==> config.mk <==
export PLATFORM = sky130hd
export DESIGN_NAME = ibs_status
export DESIGN_NICKNAME = d
export VERILOG_FILES = /design/src/hdl/ibs_pkg.sv /design/src/hdl/ibs_status.sv
export SDC_FILE = /design/constraint.sdc
export NUM_CORES = 1
export LEC_CHECK = 0
export BUFFER_PORTS_ARGS = -buffer_cell sky130_fd_sc_hd__buf_2
export CAP_MARGIN = 30
export CORE_MARGIN = 2
export CORE_UTILIZATION = 30
export CTS_CLUSTER_DIAMETER = 200
export DETAILED_ROUTE_END_ITERATION = 10
export GPL_ROUTABILITY_DRIVEN = 0
export HOLD_SLACK_MARGIN = 0.1
export SETUP_SLACK_MARGIN = 0.2
export SYNTH_ARGS = -nofsm -noshare
export SYNTH_HDL_FRONTEND = slang
export SYNTH_SLANG_ARGS = --single-unit
==> constraint.sdc <==
create_clock -name sys_clk -period 3.7 [get_ports sys_clk]
set_input_delay 0.37 -clock sys_clk [delete_from_list [all_inputs] [get_ports sys_clk]]
set_output_delay 0.37 -clock sys_clk [all_outputs]
set_load 0.05 [all_outputs]
==> src/hdl/ibs_pkg.sv <==
package ibs_pkg;
  // Register indices; byte address is four times the index.
  localparam logic [29:0] IDX_STATUS  = 30'h0ffff342;
  localparam logic [29:0] IDX_CONTROL = 30'h0ffff343;
  localparam logic [29:0] IDX_OWNADDR = 30'h0ffff344;
  localparam logic [29:0] IDX_IRQSTAT = 30'h0ffff345;
  localparam logic [29:0] IDX_IRQMASK = 30'h0ffff346;
  // Reset values.
  localparam logic [7:0]  RST_BYTE    = 8'h00;
  // Status bit positions.
  localparam int B_MST = 7;
  localparam int B_ALD = 6;
  localparam int B_EXC = 5;
  localparam int B_COI = 4;
  localparam int B_TRC = 3;
  localparam int B_ACK = 2;
  localparam int B_STD = 1;
  localparam int B_SPD = 0;
  // Control bit positions.
  localparam int B_WREL = 5;
  localparam int B_LREL = 6;
  localparam int B_IEN  = 7;
  // Interrupt event bit positions.
  localparam int E_START = 0;
  localparam int E_STOP  = 1;
  localparam int E_ARB   = 2;
  localparam int E_MATCH = 3;
  localparam int E_EXT   = 4;
  localparam int N_EVT   = 5;
  // Serial clock counts within a byte.
  localparam logic [3:0] CNT_ADDR = 4'h8;
  localparam logic [3:0] CNT_ACK  = 4'h9;
  // Extension code patterns of the upper nibble.
  localparam logic [3:0] EXT_LO = 4'h0;
  localparam logic [3:0] EXT_HI = 4'hf;
  // Bus responses.
  localparam logic [1:0] RESP_OK  = 2'h0;
  localparam logic [1:0] RESP_ERR = 2'h2;
endpackage : ibs_pkg

==> src/hdl/ibs_status.sv <==
// The implementer's own choice: the AXI4-Lite slave port.
`timescale 1ns/10ps
`default_nettype none
// Summary of operation
// - Status byte is read-only, byte or bit reads
// - Reset clears status; fixed bit layout seven to zero
// - Master flag sets on generated start
// - Master flag clears: stop, loss, release, disable
// - Arbitration loss sets lost flag, clears master
// - Lost flag clears on status read, disable
// - Lost flag clears on foreign bit instruction
// - Extension flag sets on nibble 0000 or 1111
// - Extension flag clears: start, stop, release, disable
// - Match flag sets when address equals own
// - Match flag clears: start, stop, release, disable
// - Transmit flag drives data from output latch
// - Receive status leaves data line floating
// - Master start sets transmit flag
// - Slave sets transmit flag on read bit
// - Transmit flag clear events including slave start
// - Release bit six, enable bit seven, control
// - Wait release at ninth clock clears transmit
module ibs_status
  import ibs_pkg::*;
(
  // Clock and reset.
  input  wire logic        sys_clk,
  input  wire logic        rst_n,
  // AXI4-Lite write channels.
  input  wire logic [31:0] s_axi_awaddr,
  input  wire logic        s_axi_awvalid,
  output var  logic        s_axi_awready,
  input  wire logic [31:0] s_axi_wdata,
  input  wire logic [3:0]  s_axi_wstrb,
  input  wire logic        s_axi_wvalid,
  output var  logic        s_axi_wready,
  output var  logic [1:0]  s_axi_bresp,
  output var  logic        s_axi_bvalid,
  input  wire logic        s_axi_bready,
  // AXI4-Lite read channels.
  input  wire logic [31:0] s_axi_araddr,
  input  wire logic        s_axi_arvalid,
  output var  logic        s_axi_arready,
  output var  logic [31:0] s_axi_rdata,
  output var  logic [1:0]  s_axi_rresp,
  output var  logic        s_axi_rvalid,
  input  wire logic        s_axi_rready,
  // Serial bus pins.
  input  wire logic        scl_i,
  input  wire logic        sda_i,
  output var  logic        sda_o,
  output var  logic        sda_oe_n,
  // Companion controller logic.
  input  wire logic        start_gen,
  input  wire logic        arb_loss,
  input  wire logic        so_latch,
  input  wire logic        bit_op_other,
  // Interrupt.
  output var  logic        irq
);

  ////////////////////////////////////////////////////////////////////////////
  // Helper functions.

  // True when a word address selects the given register index.
  function automatic logic hit(input logic [31:0] a, input logic [29:0] idx);
    hit = (a[31:2] == idx);
  endfunction : hit

  // Takes the level once the two oldest samples agree, else holds the current level.
  function automatic logic filt(input logic [2:0] s, input logic cur);
    filt = (s[1] == s[2]) ? s[2] : cur;
  endfunction : filt

  ////////////////////////////////////////////////////////////////////////////
  // Declarations.

  logic [2:0]       scl_sync_q;      // Serial clock synchroniser chain.
  logic [2:0]       sda_sync_q;      // Serial data synchroniser chain.
  logic             scl_q;           // Filtered serial clock.
  logic             sda_q;           // Filtered serial data.
  logic             scl_d;           // Next filtered serial clock.
  logic             sda_d;           // Next filtered serial data.
  logic [7:0]       status_q;        // Bus status byte.
  logic [7:0]       ctrl_q;          // Bus control byte.
  logic [7:0]       own_q;           // Own slave address.
  logic [N_EVT-1:0] ev_stat_q;       // Sticky event bits.
  logic [N_EVT-1:0] ev_mask_q;       // Event enable mask.
  logic [3:0]       bit_cnt_q;       // Serial clocks seen in this byte.
  logic [7:0]       shift_q;         // Received bits.
  logic             first_byte_q;    // Address byte in progress.
  logic             drive_ok_q;      // First ninth clock has fallen.
  logic             aw_held_q;       // Write address taken.
  logic             w_held_q;        // Write data taken.
  logic [31:0]      aw_addr_q;       // Held write address.
  logic [31:0]      w_data_q;        // Held write data.
  logic             w_lane0_q;       // Held strobe of the low byte.
  logic             scl_rise;        // Serial clock rising edge.
  logic             scl_fall;        // Serial clock falling edge.
  logic             start_det;       // Start condition on the bus.
  logic             stop_det;        // Stop condition on the bus.
  logic             wr_fire;         // Write performed this cycle.
  logic             wr_ctrl;         // Write to the control byte.
  logic             lrel_wr;         // Release bus written with one.
  logic             wrel_wr;         // Wait release written with one.
  logic             ien_fall;        // Interface enable drops.
  logic             rd_fire;         // Read address taken.
  logic             rd_status;       // Status byte read taken.
  logic             common_clr;      // Clear shared by most flags.
  logic             addr_edge;       // Eighth rising edge, address byte.
  logic [7:0]       addr_byte;       // Address byte with its last bit.
  logic [N_EVT-1:0] ev_set;          // Events raised this cycle.

  ////////////////////////////////////////////////////////////////////////////
  // Pin synchronisers and filtered levels.

  // Three flops per pin; a level is taken once stages two and three agree.
  always_ff @(posedge sys_clk or negedge rst_n) begin
    if (!rst_n) begin
      scl_sync_q <= 3'h7;
      sda_sync_q <= 3'h7;
      scl_q      <= 1'b1;
      sda_q      <= 1'b1;
    end else begin
      scl_sync_q <= {scl_sync_q[1:0], scl_i};
      sda_sync_q <= {sda_sync_q[1:0], sda_i};
      scl_q      <= scl_d;
      sda_q      <= sda_d;
    end
  end

  // Only the second and third stages feed the filter.
  always_comb begin
    scl_d = filt(scl_sync_q, scl_q);
    sda_d = filt(sda_sync_q, sda_q);
  end

  ////////////////////////////////////////////////////////////////////////////
  // Bus events.

  // Conditions are ignored while the interface is disabled.
  always_comb begin
    scl_rise  = ctrl_q[B_IEN] & scl_d & ~scl_q;
    scl_fall  = ctrl_q[B_IEN] & ~scl_d & scl_q;
    start_det = ctrl_q[B_IEN] & scl_q & scl_d & sda_q & ~sda_d;
    stop_det  = ctrl_q[B_IEN] & scl_q & scl_d & ~sda_q & sda_d;
    addr_byte = {shift_q[6:0], sda_q};
    addr_edge = scl_rise & first_byte_q & (bit_cnt_q == CNT_ADDR - 4'h1);
  end

  ////////////////////////////////////////////////////////////////////////////
  // Byte framing.

  // Counts serial clocks, shifts data, and tracks the address byte.
  always_ff @(posedge sys_clk or negedge rst_n) begin
    if (!rst_n) begin
      bit_cnt_q    <= 4'h0;
      shift_q      <= RST_BYTE;
      first_byte_q <= 1'b0;
      drive_ok_q   <= 1'b0;
    end else if (start_det || stop_det || common_clr) begin
      // A condition or a release restarts framing.
      bit_cnt_q    <= 4'h0;
      first_byte_q <= start_det;
      drive_ok_q   <= 1'b0;
    end else begin
      if (scl_rise) begin
        // The clock after the ninth begins a new byte.
        bit_cnt_q <= (bit_cnt_q == CNT_ACK) ? 4'h1 : bit_cnt_q + 4'h1;
        shift_q   <= {shift_q[6:0], sda_q};
        if (bit_cnt_q == CNT_ACK) begin
          first_byte_q <= 1'b0;
        end
      end
      if (scl_fall && first_byte_q && bit_cnt_q == CNT_ACK) begin
        drive_ok_q <= 1'b1;
      end
    end
  end

  ////////////////////////////////////////////////////////////////////////////
  // Control writes.

  // Decodes one-shot effects of a control write.
  always_comb begin
    wr_fire  = aw_held_q & w_held_q & ~s_axi_bvalid;
    wr_ctrl  = wr_fire & w_lane0_q & hit(aw_addr_q, IDX_CONTROL);
    lrel_wr  = wr_ctrl & w_data_q[B_LREL];
    wrel_wr  = wr_ctrl & w_data_q[B_WREL];
    ien_fall = wr_ctrl & ctrl_q[B_IEN] & ~w_data_q[B_IEN];
    common_clr = lrel_wr | ien_fall;
  end

  // Control holds only the enable; release bits act once and read zero.
  always_ff @(posedge sys_clk or negedge rst_n) begin
    if (!rst_n) begin
      ctrl_q <= RST_BYTE;
      own_q  <= RST_BYTE;
    end else begin
      if (wr_ctrl) begin
        ctrl_q <= {w_data_q[B_IEN], 7'h00};
      end
      if (wr_fire && w_lane0_q && hit(aw_addr_q, IDX_OWNADDR)) begin
        own_q <= w_data_q[7:0];
      end
    end
  end

  ////////////////////////////////////////////////////////////////////////////
  // Status flags.

  // Master status and arbitration loss.
  always_ff @(posedge sys_clk or negedge rst_n) begin
    if (!rst_n) begin
      status_q[B_MST] <= 1'b0;
      status_q[B_ALD] <= 1'b0;
    end else begin
      if (stop_det || arb_loss || common_clr) begin
        status_q[B_MST] <= 1'b0;
      end else if (start_gen) begin
        status_q[B_MST] <= 1'b1;
      end
      // A new loss wins over a read or foreign bit clear.
      if (arb_loss) begin
        status_q[B_ALD] <= 1'b1;
      end else if (rd_status || bit_op_other || ien_fall) begin
        status_q[B_ALD] <= 1'b0;
      end
    end
  end

  // Extension code and address match, judged at the eighth rising edge.
  always_ff @(posedge sys_clk or negedge rst_n) begin
    if (!rst_n) begin
      status_q[B_EXC] <= 1'b0;
      status_q[B_COI] <= 1'b0;
    end else if (start_det || stop_det || common_clr) begin
      status_q[B_EXC] <= 1'b0;
      status_q[B_COI] <= 1'b0;
    end else if (addr_edge) begin
      status_q[B_EXC] <= (addr_byte[7:4] == EXT_LO) |
                         (addr_byte[7:4] == EXT_HI);
      status_q[B_COI] <= (addr_byte[7:1] == own_q[7:1]);
    end
  end

  // Transmit direction flag.
  always_ff @(posedge sys_clk or negedge rst_n) begin
    if (!rst_n) begin
      status_q[B_TRC] <= 1'b0;
    end else if (stop_det || common_clr || arb_loss) begin
      status_q[B_TRC] <= 1'b0;
    end else if (wrel_wr && bit_cnt_q == CNT_ACK) begin
      status_q[B_TRC] <= 1'b0;
    end else if (start_gen) begin
      status_q[B_TRC] <= 1'b1;
    end else if (start_det && !status_q[B_MST]) begin
      status_q[B_TRC] <= 1'b0;
    end else if (addr_edge) begin
      // Master reading turns to receive; addressed slave sent a read.
      if (status_q[B_MST]) begin
        status_q[B_TRC] <= status_q[B_TRC] & ~sda_q;
      end else begin
        status_q[B_TRC] <= sda_q & (addr_byte[7:1] == own_q[7:1]);
      end
    end
  end

  // Acknowledge, start and stop seen flags.
  always_ff @(posedge sys_clk or negedge rst_n) begin
    if (!rst_n) begin
      status_q[B_ACK] <= 1'b0;
      status_q[B_STD] <= 1'b0;
      status_q[B_SPD] <= 1'b0;
    end else begin
      if (stop_det || common_clr || (scl_rise && bit_cnt_q == CNT_ACK)) begin
        status_q[B_ACK] <= 1'b0;
      end else if (scl_rise && bit_cnt_q == CNT_ACK - 4'h1) begin
        status_q[B_ACK] <= ~sda_q;
      end
      if (start_det) begin
        status_q[B_STD] <= 1'b1;
      end else if (stop_det || common_clr ||
                   (scl_rise && first_byte_q && bit_cnt_q == CNT_ACK)) begin
        status_q[B_STD] <= 1'b0;
      end
      if (stop_det) begin
        status_q[B_SPD] <= 1'b1;
      end else if (ien_fall || (scl_rise && bit_cnt_q == 4'h0 && first_byte_q)) begin
        status_q[B_SPD] <= 1'b0;
      end
    end
  end

  ////////////////////////////////////////////////////////////////////////////
  // Data line drive.

  // Drives the output latch while transmitting, once past the first ninth fall or as master.
  always_ff @(posedge sys_clk or negedge rst_n) begin
    if (!rst_n) begin
      sda_o    <= 1'b1;
      sda_oe_n <= 1'b1;
    end else begin
      sda_o    <= so_latch;
      sda_oe_n <= ~(status_q[B_TRC] & (drive_ok_q | status_q[B_MST]));
    end
  end

  ////////////////////////////////////////////////////////////////////////////
  // Interrupts.

  // Events raised this cycle.
  always_comb begin
    ev_set          = '0;
    ev_set[E_START] = start_det;
    ev_set[E_STOP]  = stop_det;
    ev_set[E_ARB]   = arb_loss;
    ev_set[E_MATCH] = addr_edge & (addr_byte[7:1] == own_q[7:1]);
    ev_set[E_EXT]   = addr_edge & ((addr_byte[7:4] == EXT_LO) |
                                   (addr_byte[7:4] == EXT_HI));
  end

  // Sticky status cleared by writing one; a new event wins over the clear.
  always_ff @(posedge sys_clk or negedge rst_n) begin
    if (!rst_n) begin
      ev_stat_q <= '0;
      ev_mask_q <= '0;
      irq       <= 1'b0;
    end else begin
      if (wr_fire && w_lane0_q && hit(aw_addr_q, IDX_IRQSTAT)) begin
        ev_stat_q <= (ev_stat_q & ~w_data_q[N_EVT-1:0]) | ev_set;
      end else begin
        ev_stat_q <= ev_stat_q | ev_set;
      end
      if (wr_fire && w_lane0_q && hit(aw_addr_q, IDX_IRQMASK)) begin
        ev_mask_q <= w_data_q[N_EVT-1:0];
      end
      irq <= |(ev_stat_q & ev_mask_q);
    end
  end

  ////////////////////////////////////////////////////////////////////////////
  // AXI4-Lite write path.

  // Address and data are taken in either order; response follows both.
  always_ff @(posedge sys_clk or negedge rst_n) begin
    if (!rst_n) begin
      aw_held_q     <= 1'b0;
      w_held_q      <= 1'b0;
      aw_addr_q     <= '0;
      w_data_q      <= '0;
      w_lane0_q     <= 1'b0;
      s_axi_awready <= 1'b0;
      s_axi_wready  <= 1'b0;
      s_axi_bvalid  <= 1'b0;
      s_axi_bresp   <= RESP_OK;
    end else begin
      s_axi_awready <= ~aw_held_q & ~s_axi_awready & s_axi_awvalid;
      s_axi_wready  <= ~w_held_q & ~s_axi_wready & s_axi_wvalid;
      if (s_axi_awvalid && s_axi_awready) begin
        aw_held_q <= 1'b1;
        aw_addr_q <= s_axi_awaddr;
      end
      if (s_axi_wvalid && s_axi_wready) begin
        w_held_q  <= 1'b1;
        w_data_q  <= s_axi_wdata;
        w_lane0_q <= s_axi_wstrb[0];
      end
      if (wr_fire) begin
        // Status byte is read-only; writes to it are refused.
        s_axi_bvalid <= 1'b1;
        s_axi_bresp  <= (hit(aw_addr_q, IDX_CONTROL) || hit(aw_addr_q, IDX_OWNADDR) ||
                         hit(aw_addr_q, IDX_IRQSTAT) || hit(aw_addr_q, IDX_IRQMASK))
                        ? RESP_OK : RESP_ERR;
      end else if (s_axi_bvalid && s_axi_bready) begin
        s_axi_bvalid <= 1'b0;
        aw_held_q    <= 1'b0;
        w_held_q     <= 1'b0;
      end
    end
  end

  ////////////////////////////////////////////////////////////////////////////
  // AXI4-Lite read path.

  // A read of the status byte clears the lost flag.
  always_comb begin
    rd_fire   = s_axi_arvalid & s_axi_arready;
    rd_status = rd_fire & hit(s_axi_araddr, IDX_STATUS);
  end

  // One read at a time; data one cycle after the address is taken.
  always_ff @(posedge sys_clk or negedge rst_n) begin
    if (!rst_n) begin
      s_axi_arready <= 1'b0;
      s_axi_rvalid  <= 1'b0;
      s_axi_rdata   <= '0;
      s_axi_rresp   <= RESP_OK;
    end else begin
      s_axi_arready <= ~s_axi_rvalid & ~s_axi_arready & s_axi_arvalid;
      if (rd_fire) begin
        s_axi_rvalid <= 1'b1;
        s_axi_rresp  <= RESP_OK;
        if (hit(s_axi_araddr, IDX_STATUS)) begin
          s_axi_rdata <= {24'h000000, status_q};
        end else if (hit(s_axi_araddr, IDX_CONTROL)) begin
          s_axi_rdata <= {24'h000000, ctrl_q};
        end else if (hit(s_axi_araddr, IDX_OWNADDR)) begin
          s_axi_rdata <= {24'h000000, own_q};
        end else if (hit(s_axi_araddr, IDX_IRQSTAT)) begin
          s_axi_rdata <= {27'h0000000, ev_stat_q};
        end else if (hit(s_axi_araddr, IDX_IRQMASK)) begin
          s_axi_rdata <= {27'h0000000, ev_mask_q};
        end else begin
          s_axi_rdata <= '0;
          s_axi_rresp <= RESP_ERR;
        end
      end else if (s_axi_rvalid && s_axi_rready) begin
        s_axi_rvalid <= 1'b0;
      end
    end
  end

endmodule : ibs_status
`default_nettype wire

=== After elaboration in Yosys (flattened, before gate mapping) ===
Cells that the tools add are included.

* Logic and storage cells: 207
* Input port bits: 113
* Register bits: 135
* Output and inout port bits: 44

* Eq/ne operators: 16
* Add/sub/neg operators: 1
* Muxes and demuxes: 50
* Bitwise gates (word level): 55
* Reduce and logical (&&, ||, !) cells: 50

{| class="wikitable"
|+ Operators by type and width
! cell !! number
|-
| $eq 30x28->1 const B || 9
|-
| $and 1x1->1 || 33
|-
| $mux 1 || 33
|-
| $mux 8 || 3
|-
| $reduce_bool 2->1 || 11
|-
| $logic_and 1x1->1 || 18
|-
| $mux 2 || 8
|-
| $mux 5 || 3
|-
| $logic_or 1x1->1 || 14
|-
| $not 1->1 || 14
|-
| $eq 4x4->1 const B || 3
|-
| $mux 4 || 3
|-
| $and 5x5->5 || 2
|-
| $or 5x5->5 || 2
|-
| $logic_not 4->1 || 2
|-
| $eq 7x7->1 || 1
|-
| $not 5->5 || 1
|-
| $reduce_bool 5->1 || 1
|-
| $reduce_or 5->1 || 1
|-
| $add 4x1->4 const B || 1
|-
| $eq 4x3->1 const B || 1
|-
| $reduce_and 2->1 || 2
|-
| $or 1x1->1 || 3
|-
| $eq 1x1->1 || 2
|-
| $logic_not 1->1 || 1
|}

=== Depth between registers and ports, before layout ===
* Depth in word-level cells: 11
* Depth in mapped cells: 6
* Mapped depth without buffers: 5

=== Worst setup path before layout ===
Ideal clock, no wire load.

* Path type: reg2reg
* Start point: register s_axi_bvalid
* End point: register ev_mask_q[0]
* Slack: 1,559 ps
* Required time: 3,575 ps
* Arrival: 2,016 ps
* Clock period less this slack: 2,141 ps
* Stages on the path, launching flop included: 6
* Setup time: 125 ps
* Buffers on the path: 0
* Cells stage by stage: dfrtp_1 > nand3b_1 > nor3_1 > nand4_1 > nor3b_2 > mux2_2

* Cells in the longest elaborated chain, start to end: 4

{| class="wikitable"
|+ Ends and longest elaborated chain
! element !! line !! source
|-
| start, declared || ibs_status.sv:38 || <nowiki>output var logic s_axi_bvalid,</nowiki>
|-
| start signal, assigned || ibs_status.sv:355 || <nowiki>s_axi_bvalid <= 1'b0;</nowiki>
|-
| start signal, assigned || ibs_status.sv:371 || <nowiki>s_axi_bvalid <= 1'b1;</nowiki>
|-
| start signal, assigned || ibs_status.sv:376 || <nowiki>s_axi_bvalid <= 1'b0;</nowiki>
|-
| $not 1->1 || ibs_status.sv:186 || <nowiki>wr_fire = aw_held_q & w_held_q & ~s_axi_bvalid;</nowiki>
|-
| $and 1x1->1 || ibs_status.sv:186 ||
|-
| $logic_and 1x1->1 (2 in series) || ibs_status.sv:335 || <nowiki>if (wr_fire && w_lane0_q && hit(aw_addr_q, IDX_IRQMASK)) begin</nowiki>
|-
| end signal, assigned || ibs_status.sv:336 || <nowiki>ev_mask_q <= w_data_q[N_EVT-1:0];</nowiki>
|-
| end, declared || ibs_status.sv:88 || <nowiki>logic [N_EVT-1:0] ev_mask_q;</nowiki>
|}

No other way between the ends.
A chain may end at the register's enable or synchronous reset.

=== Worst setup path in the final report ===
* Start point: register aw_addr_q[7]
* End point: register first_byte_q

* Cells in the longest elaborated chain, start to end: 8
* Elaborated cells between the ends (all ways): 11
* Classes of those cells: eq/ne: 1; mux: 1; bitwise: 5; reduce/logical: 4

{| class="wikitable"
|+ Ends and longest elaborated chain
! element !! line !! source
|-
| start, declared || ibs_status.sv:95 || <nowiki>logic [31:0] aw_addr_q;</nowiki>
|-
| start signal, assigned || ibs_status.sv:362 || <nowiki>aw_addr_q <= s_axi_awaddr;</nowiki>
|-
| $eq 30x28->1 (*) || ibs_status.sv:67 || <nowiki>hit = (a[31:2] == idx);</nowiki>
|-
| $and 1x1->1 (*) || ibs_status.sv:187 || <nowiki>wr_ctrl = wr_fire & w_lane0_q & hit(aw_addr_q, IDX_CONTROL);</nowiki>
|-
| $and 1x1->1 (2 in series) || ibs_status.sv:190 || <nowiki>ien_fall = wr_ctrl & ctrl_q[B_IEN] & ~w_data_q[B_IEN];</nowiki>
|-
| $or 1x1->1 (*) || ibs_status.sv:191 || <nowiki>common_clr = lrel_wr | ien_fall;</nowiki>
|-
| $logic_or 1x1->1 (*) || ibs_status.sv:161 || <nowiki>end else if (start_det || stop_det || common_clr) begin</nowiki>
|-
| $reduce_bool 2->1 (no line) || -- ||
|-
| $reduce_and 2->1 (no line) || -- ||
|-
| end signal, assigned || ibs_status.sv:164 || <nowiki>first_byte_q <= start_det;</nowiki>
|-
| end, declared || ibs_status.sv:91 || <nowiki>logic first_byte_q;</nowiki>
|}

Every way passes the cells marked *; elsewhere a longest branch is shown, timed or not.

==> flow_metrics.py <==
metrics = {
    "setup_path": {
        "worst-path-max-fanout": 8,
        "critPathArrivalTime_ns": 2.60,
        "timing.critical_path.required_ns": 3.90,
        "worst_setup_path_startpoint": "aw_addr_q[7]",
        "crit_type": "reg2reg",
        "startpoint_type": "register",
        "rr_startpoint": "aw_addr_q[7]",
        "timing.critical_path.to_type": "register",
    },
    "power": {
        "switching_share_pct": 29.0,
        "combPwrFrac_pct": 19.4,
        "pwr_density_cell_nw_per_um2": 561,
        "net-switching-power_mw": 0.956,
        "static-leakage-power_nw": 2.72,
        "power.clock.fraction_pct": 30.9,
        "cell_internal_pwr_mw": 2.34,
        "power.ir.vdd_worst_v": 0.000392,
        "power.share.sequential_pct": 49.8,
    },
    "grt": {
        "grt_max_degree": 60,
        "number_of_global_route_vias_before_repair": 3617,
        "antenna_found_initial": 1,
        "grt_first_pass_wirelength_mm": 18.1,
        "globalRouteOverflowTotal": 0,
        "grt_util_all_layers_pct": 13.0,
    },
    "floorplan": {
        "start_util_pct": 30.7,
        "std_cell_rows": 46,
        "die-height_um": 131,
        "die_area_sq_um": 17300,
        "boundaryPins": 157,
        "placeableCoreArea_sq_um": 15900,
        "fp.dieW_um": 131,
    },
    "finish": {
        "fin_cells": 739,
        "drive_above_1_share_pct": 37.2,
        "fillCellCount": 1579,
        "finish.net_count": 631,
        "multi_input_area_sq_um": 1990,
        "area_delta_synth_final_pct": 20.9,
        "seq_area_sq_um": 2690,
    },
    "detailed_routing": {
        "routed_wire_per_std_cell_um": 14.6,
        "via_count": 3467,
        "detail_route.first_pass.iterations": 4,
        "viasPerCell": 4.69,
        "finalWirelength_mm": 10.8,
        "drt-initial-drc-count": 124,
        "route.antenna.remaining_nets": 0,
        "remaining_drc_errors": 0,
    },
    "cts": {
        "tritoncts.num_buffers": 9,
        "cts_tree": "yes",
        "clk_path_buf_depth": 2,
        "clockRootBuffer": "sky130_fd_sc_hd__clkbuf_16",
        "h_tree_levels": 3,
        "post_cts.resized_instances": 0,
        "clock_network_latency_to_the_later_pin_of_the_worst_skew_pair_ns": 0.35,
        "clkTransAtPathRegs_ns": 0.07,
        "cts.sinks": 107,
    },
    "synth": {
        "syn-mean-instance-area_sq_um": 11.8,
        "cell_with_the_most_instances_after_synthesis": "sky130_fd_sc_hd__dfrtp_1",
        "synthesized_instance_count": 411,
        "yosys-top-cells-area": "sky130_fd_sc_hd__dfrtp_1 50%, sky130_fd_sc_hd__mux2_2 14%, sky130_fd_sc_hd__dfstp_2 5.4%",
        "post_synth_num_cell_types": 51,
        "synth_top_flop_cell": "sky130_fd_sc_hd__dfrtp_1",
        "synth_enable_flop_cells": 0,
        "post_synthesis_cell_area_sq_um": 4870,
        "synth_largest_type_area_fraction_pct": 49.8,
        "synth_warnings": 0,
        "asyncSetResetFlopFracSynth_pct": 100,
        "synth_largest_area_cell": "sky130_fd_sc_hd__dfrtp_1",
        "synth-seq-cells": 107,
        "ys_seq_area_share_pct": 55.2,
        "netlist_top_cells_count": "97 x sky130_fd_sc_hd__dfrtp_1, 59 x sky130_fd_sc_hd__mux2_2, 30 x sky130_fd_sc_hd__nand2_1",
    },
    "placement": {
        "hpwl_detailed_mm": 8.33,
        "dpl.cell_count": 719,
        "placement.io_buffers": 99,
    },
    "timing": {
        "grt_setup_unrepaired": "false",
        "fraction_of_the_cycle_the_final_worst_path_needs_pct": 65.0,
        "clock-skew-final_ns": 0.00650,
        "timing.final.max_slew_violations": 0,
        "final.hold.worst_slack_ns": 0.201,
        "max_freq_mhz": 416,
        "final-setup-viol-count": 0,
        "worstMarginPinSlew_ns": 0.745,
        "timing_hold_violations_final": 0,
        "period_minus_slack_ns": 2.40,
        "relSlewSlack_pct": 50.3,
        "fin_setup_tns_ns": 0,
    },
    "status": {
        "outcome": "complete, no violations",
    },
    "hold_path": {
        "hold_start": "s_axi_rready",
        "hold_path.class": "in2reg",
    },
    "job": {
        "cap_viol_max_count": 0,
    },
}
layout by cell type, fill, tap and decap left out, types with 7 or more instances in the layout:
cell	instances
sky130_fd_sc_hd__nor2_1	22
sky130_fd_sc_hd__xnor2_1	7
sky130_fd_sc_hd__clkbuf_16	9
sky130_fd_sc_hd__mux2_2	59
sky130_fd_sc_hd__nand2_1	30
sky130_fd_sc_hd__inv_1	13
sky130_fd_sc_hd__nand4_1	15
sky130_fd_sc_hd__conb_1	26
sky130_fd_sc_hd__dfrtp_1	97
sky130_fd_sc_hd__o21ai_0	19
sky130_fd_sc_hd__buf_2	98
sky130_fd_sc_hd__a21oi_1	17
sky130_fd_sc_hd__dfstp_2	10
worst max-delay path, stage by stage, from the launching register on:
cell and delay [ns]:
sky130_fd_sc_hd__dfrtp_1 0.41, sky130_fd_sc_hd__nor4b_4 0.55, sky130_fd_sc_hd__nor3b_2 0.28, sky130_fd_sc_hd__nand4_2 0.26, sky130_fd_sc_hd__o21ai_0 0.55, sky130_fd_sc_hd__o21ai_0 0.19
what timing repair did:
item	4_1_cts	5_1_grt
setup buffers	0	0
hold endpoints to repair	7	0
hold buffers	4	0
metal layers:
| layer | global-route usage (%) | routed length [um] | up-vias |
|---|---|---|---|
| li1 | - | - | 1654 |
| met1 | 15.8 | 4580 | 1652 |
| met2 | 20.9 | 5060 | 152 |
| met3 | 5.98 | 1040 | 9 |
| met4 | 3.62 | 116 | 0 |
| met5 | 0 | 0 | - |
cell type report:
class | count | area share, %
inverters | 13 | 0.829
repair buffers | 106 | 9.65
flip-flops and latches | 107 | 45.7
well taps | 216 | 4.59
diodes | 1 | 0.0425
multi-input cells | 281 | 33.8
clock buffers | 11 | 4.12
clock inverters | 4 | 1.28
cells by family (layout without fill, tap and decap cells):
| kind of cell | after synthesis | count (layout) | synth area share [%] |
|---|---|---|---|
| buffers and inverters | 48 | 134 | 5.83 |
| multiplexers | 59 | 59 | 13.6 |
| flip-flops | 107 | 107 | 55.2 |
| XOR/XNOR | 9 | 9 | 1.62 |
| AND/OR/NAND/NOR | 124 | 124 | 15.3 |
| AO/OA/AOI/OAI | 63 | 63 | 8.27 |
| other | 1 | 27 | 0.0770 |
sequential cells by signal, indices dropped and copies added (netlist names), 3 cells and up:
register and cells:
w_data_q 8, status_q 8, s_axi_rdata 8, bit_cnt_q 4, shift_q 7, scl_sync_q 3, sda_sync_q 3, own_q 8
ev_mask_q 5, ev_stat_q 5, aw_addr_q 30
stage by stage:
step | setup WS [ns] | util (%) | cell area (sq um) | power [mW]
finish | 1.30 | 37.1 | 5890 | 3.30
global route | 1.03 | 37.1 | 5890 | 3.48
CTS | 1.26 | 37.0 | 5880 | 3.35
detailed placement | 1.28 | 34.8 | 5530 | 2.31
global placement | 1.33 | 34.7 | 5510 | 2.26
floorplan | 1.56 | - | 4960 | 2.11
power by group through the flow:
stage               registers [mW]  clock network [mW]  logic, mW
floorplan                     1.65                   0      0.467
global placement              1.64                   0      0.617
detailed placement            1.67                   0      0.642
CTS                           1.64                1.05      0.650
global route                  1.68                1.10      0.698
finish                        1.64                1.02      0.639
final timing paths:
| path | slack [ns] | cells after the start | to |
|---|---|---|---|
| setup / recovery | 1.30 | 5 | first_byte_q |
| hold / removal | 0.20 | 2 | s_axi_rvalid |
| setup reg to reg | 1.30 | 5 | first_byte_q |
| hold reg to reg | 0.36 | 0 | scl_sync_q[1] |
| max in group asynchronous | 2.21 | 3 | sda_o |
| min in group asynchronous | 0.60 | 2 | aw_addr_q[7] |
Power figures use the tool's default switching activity.
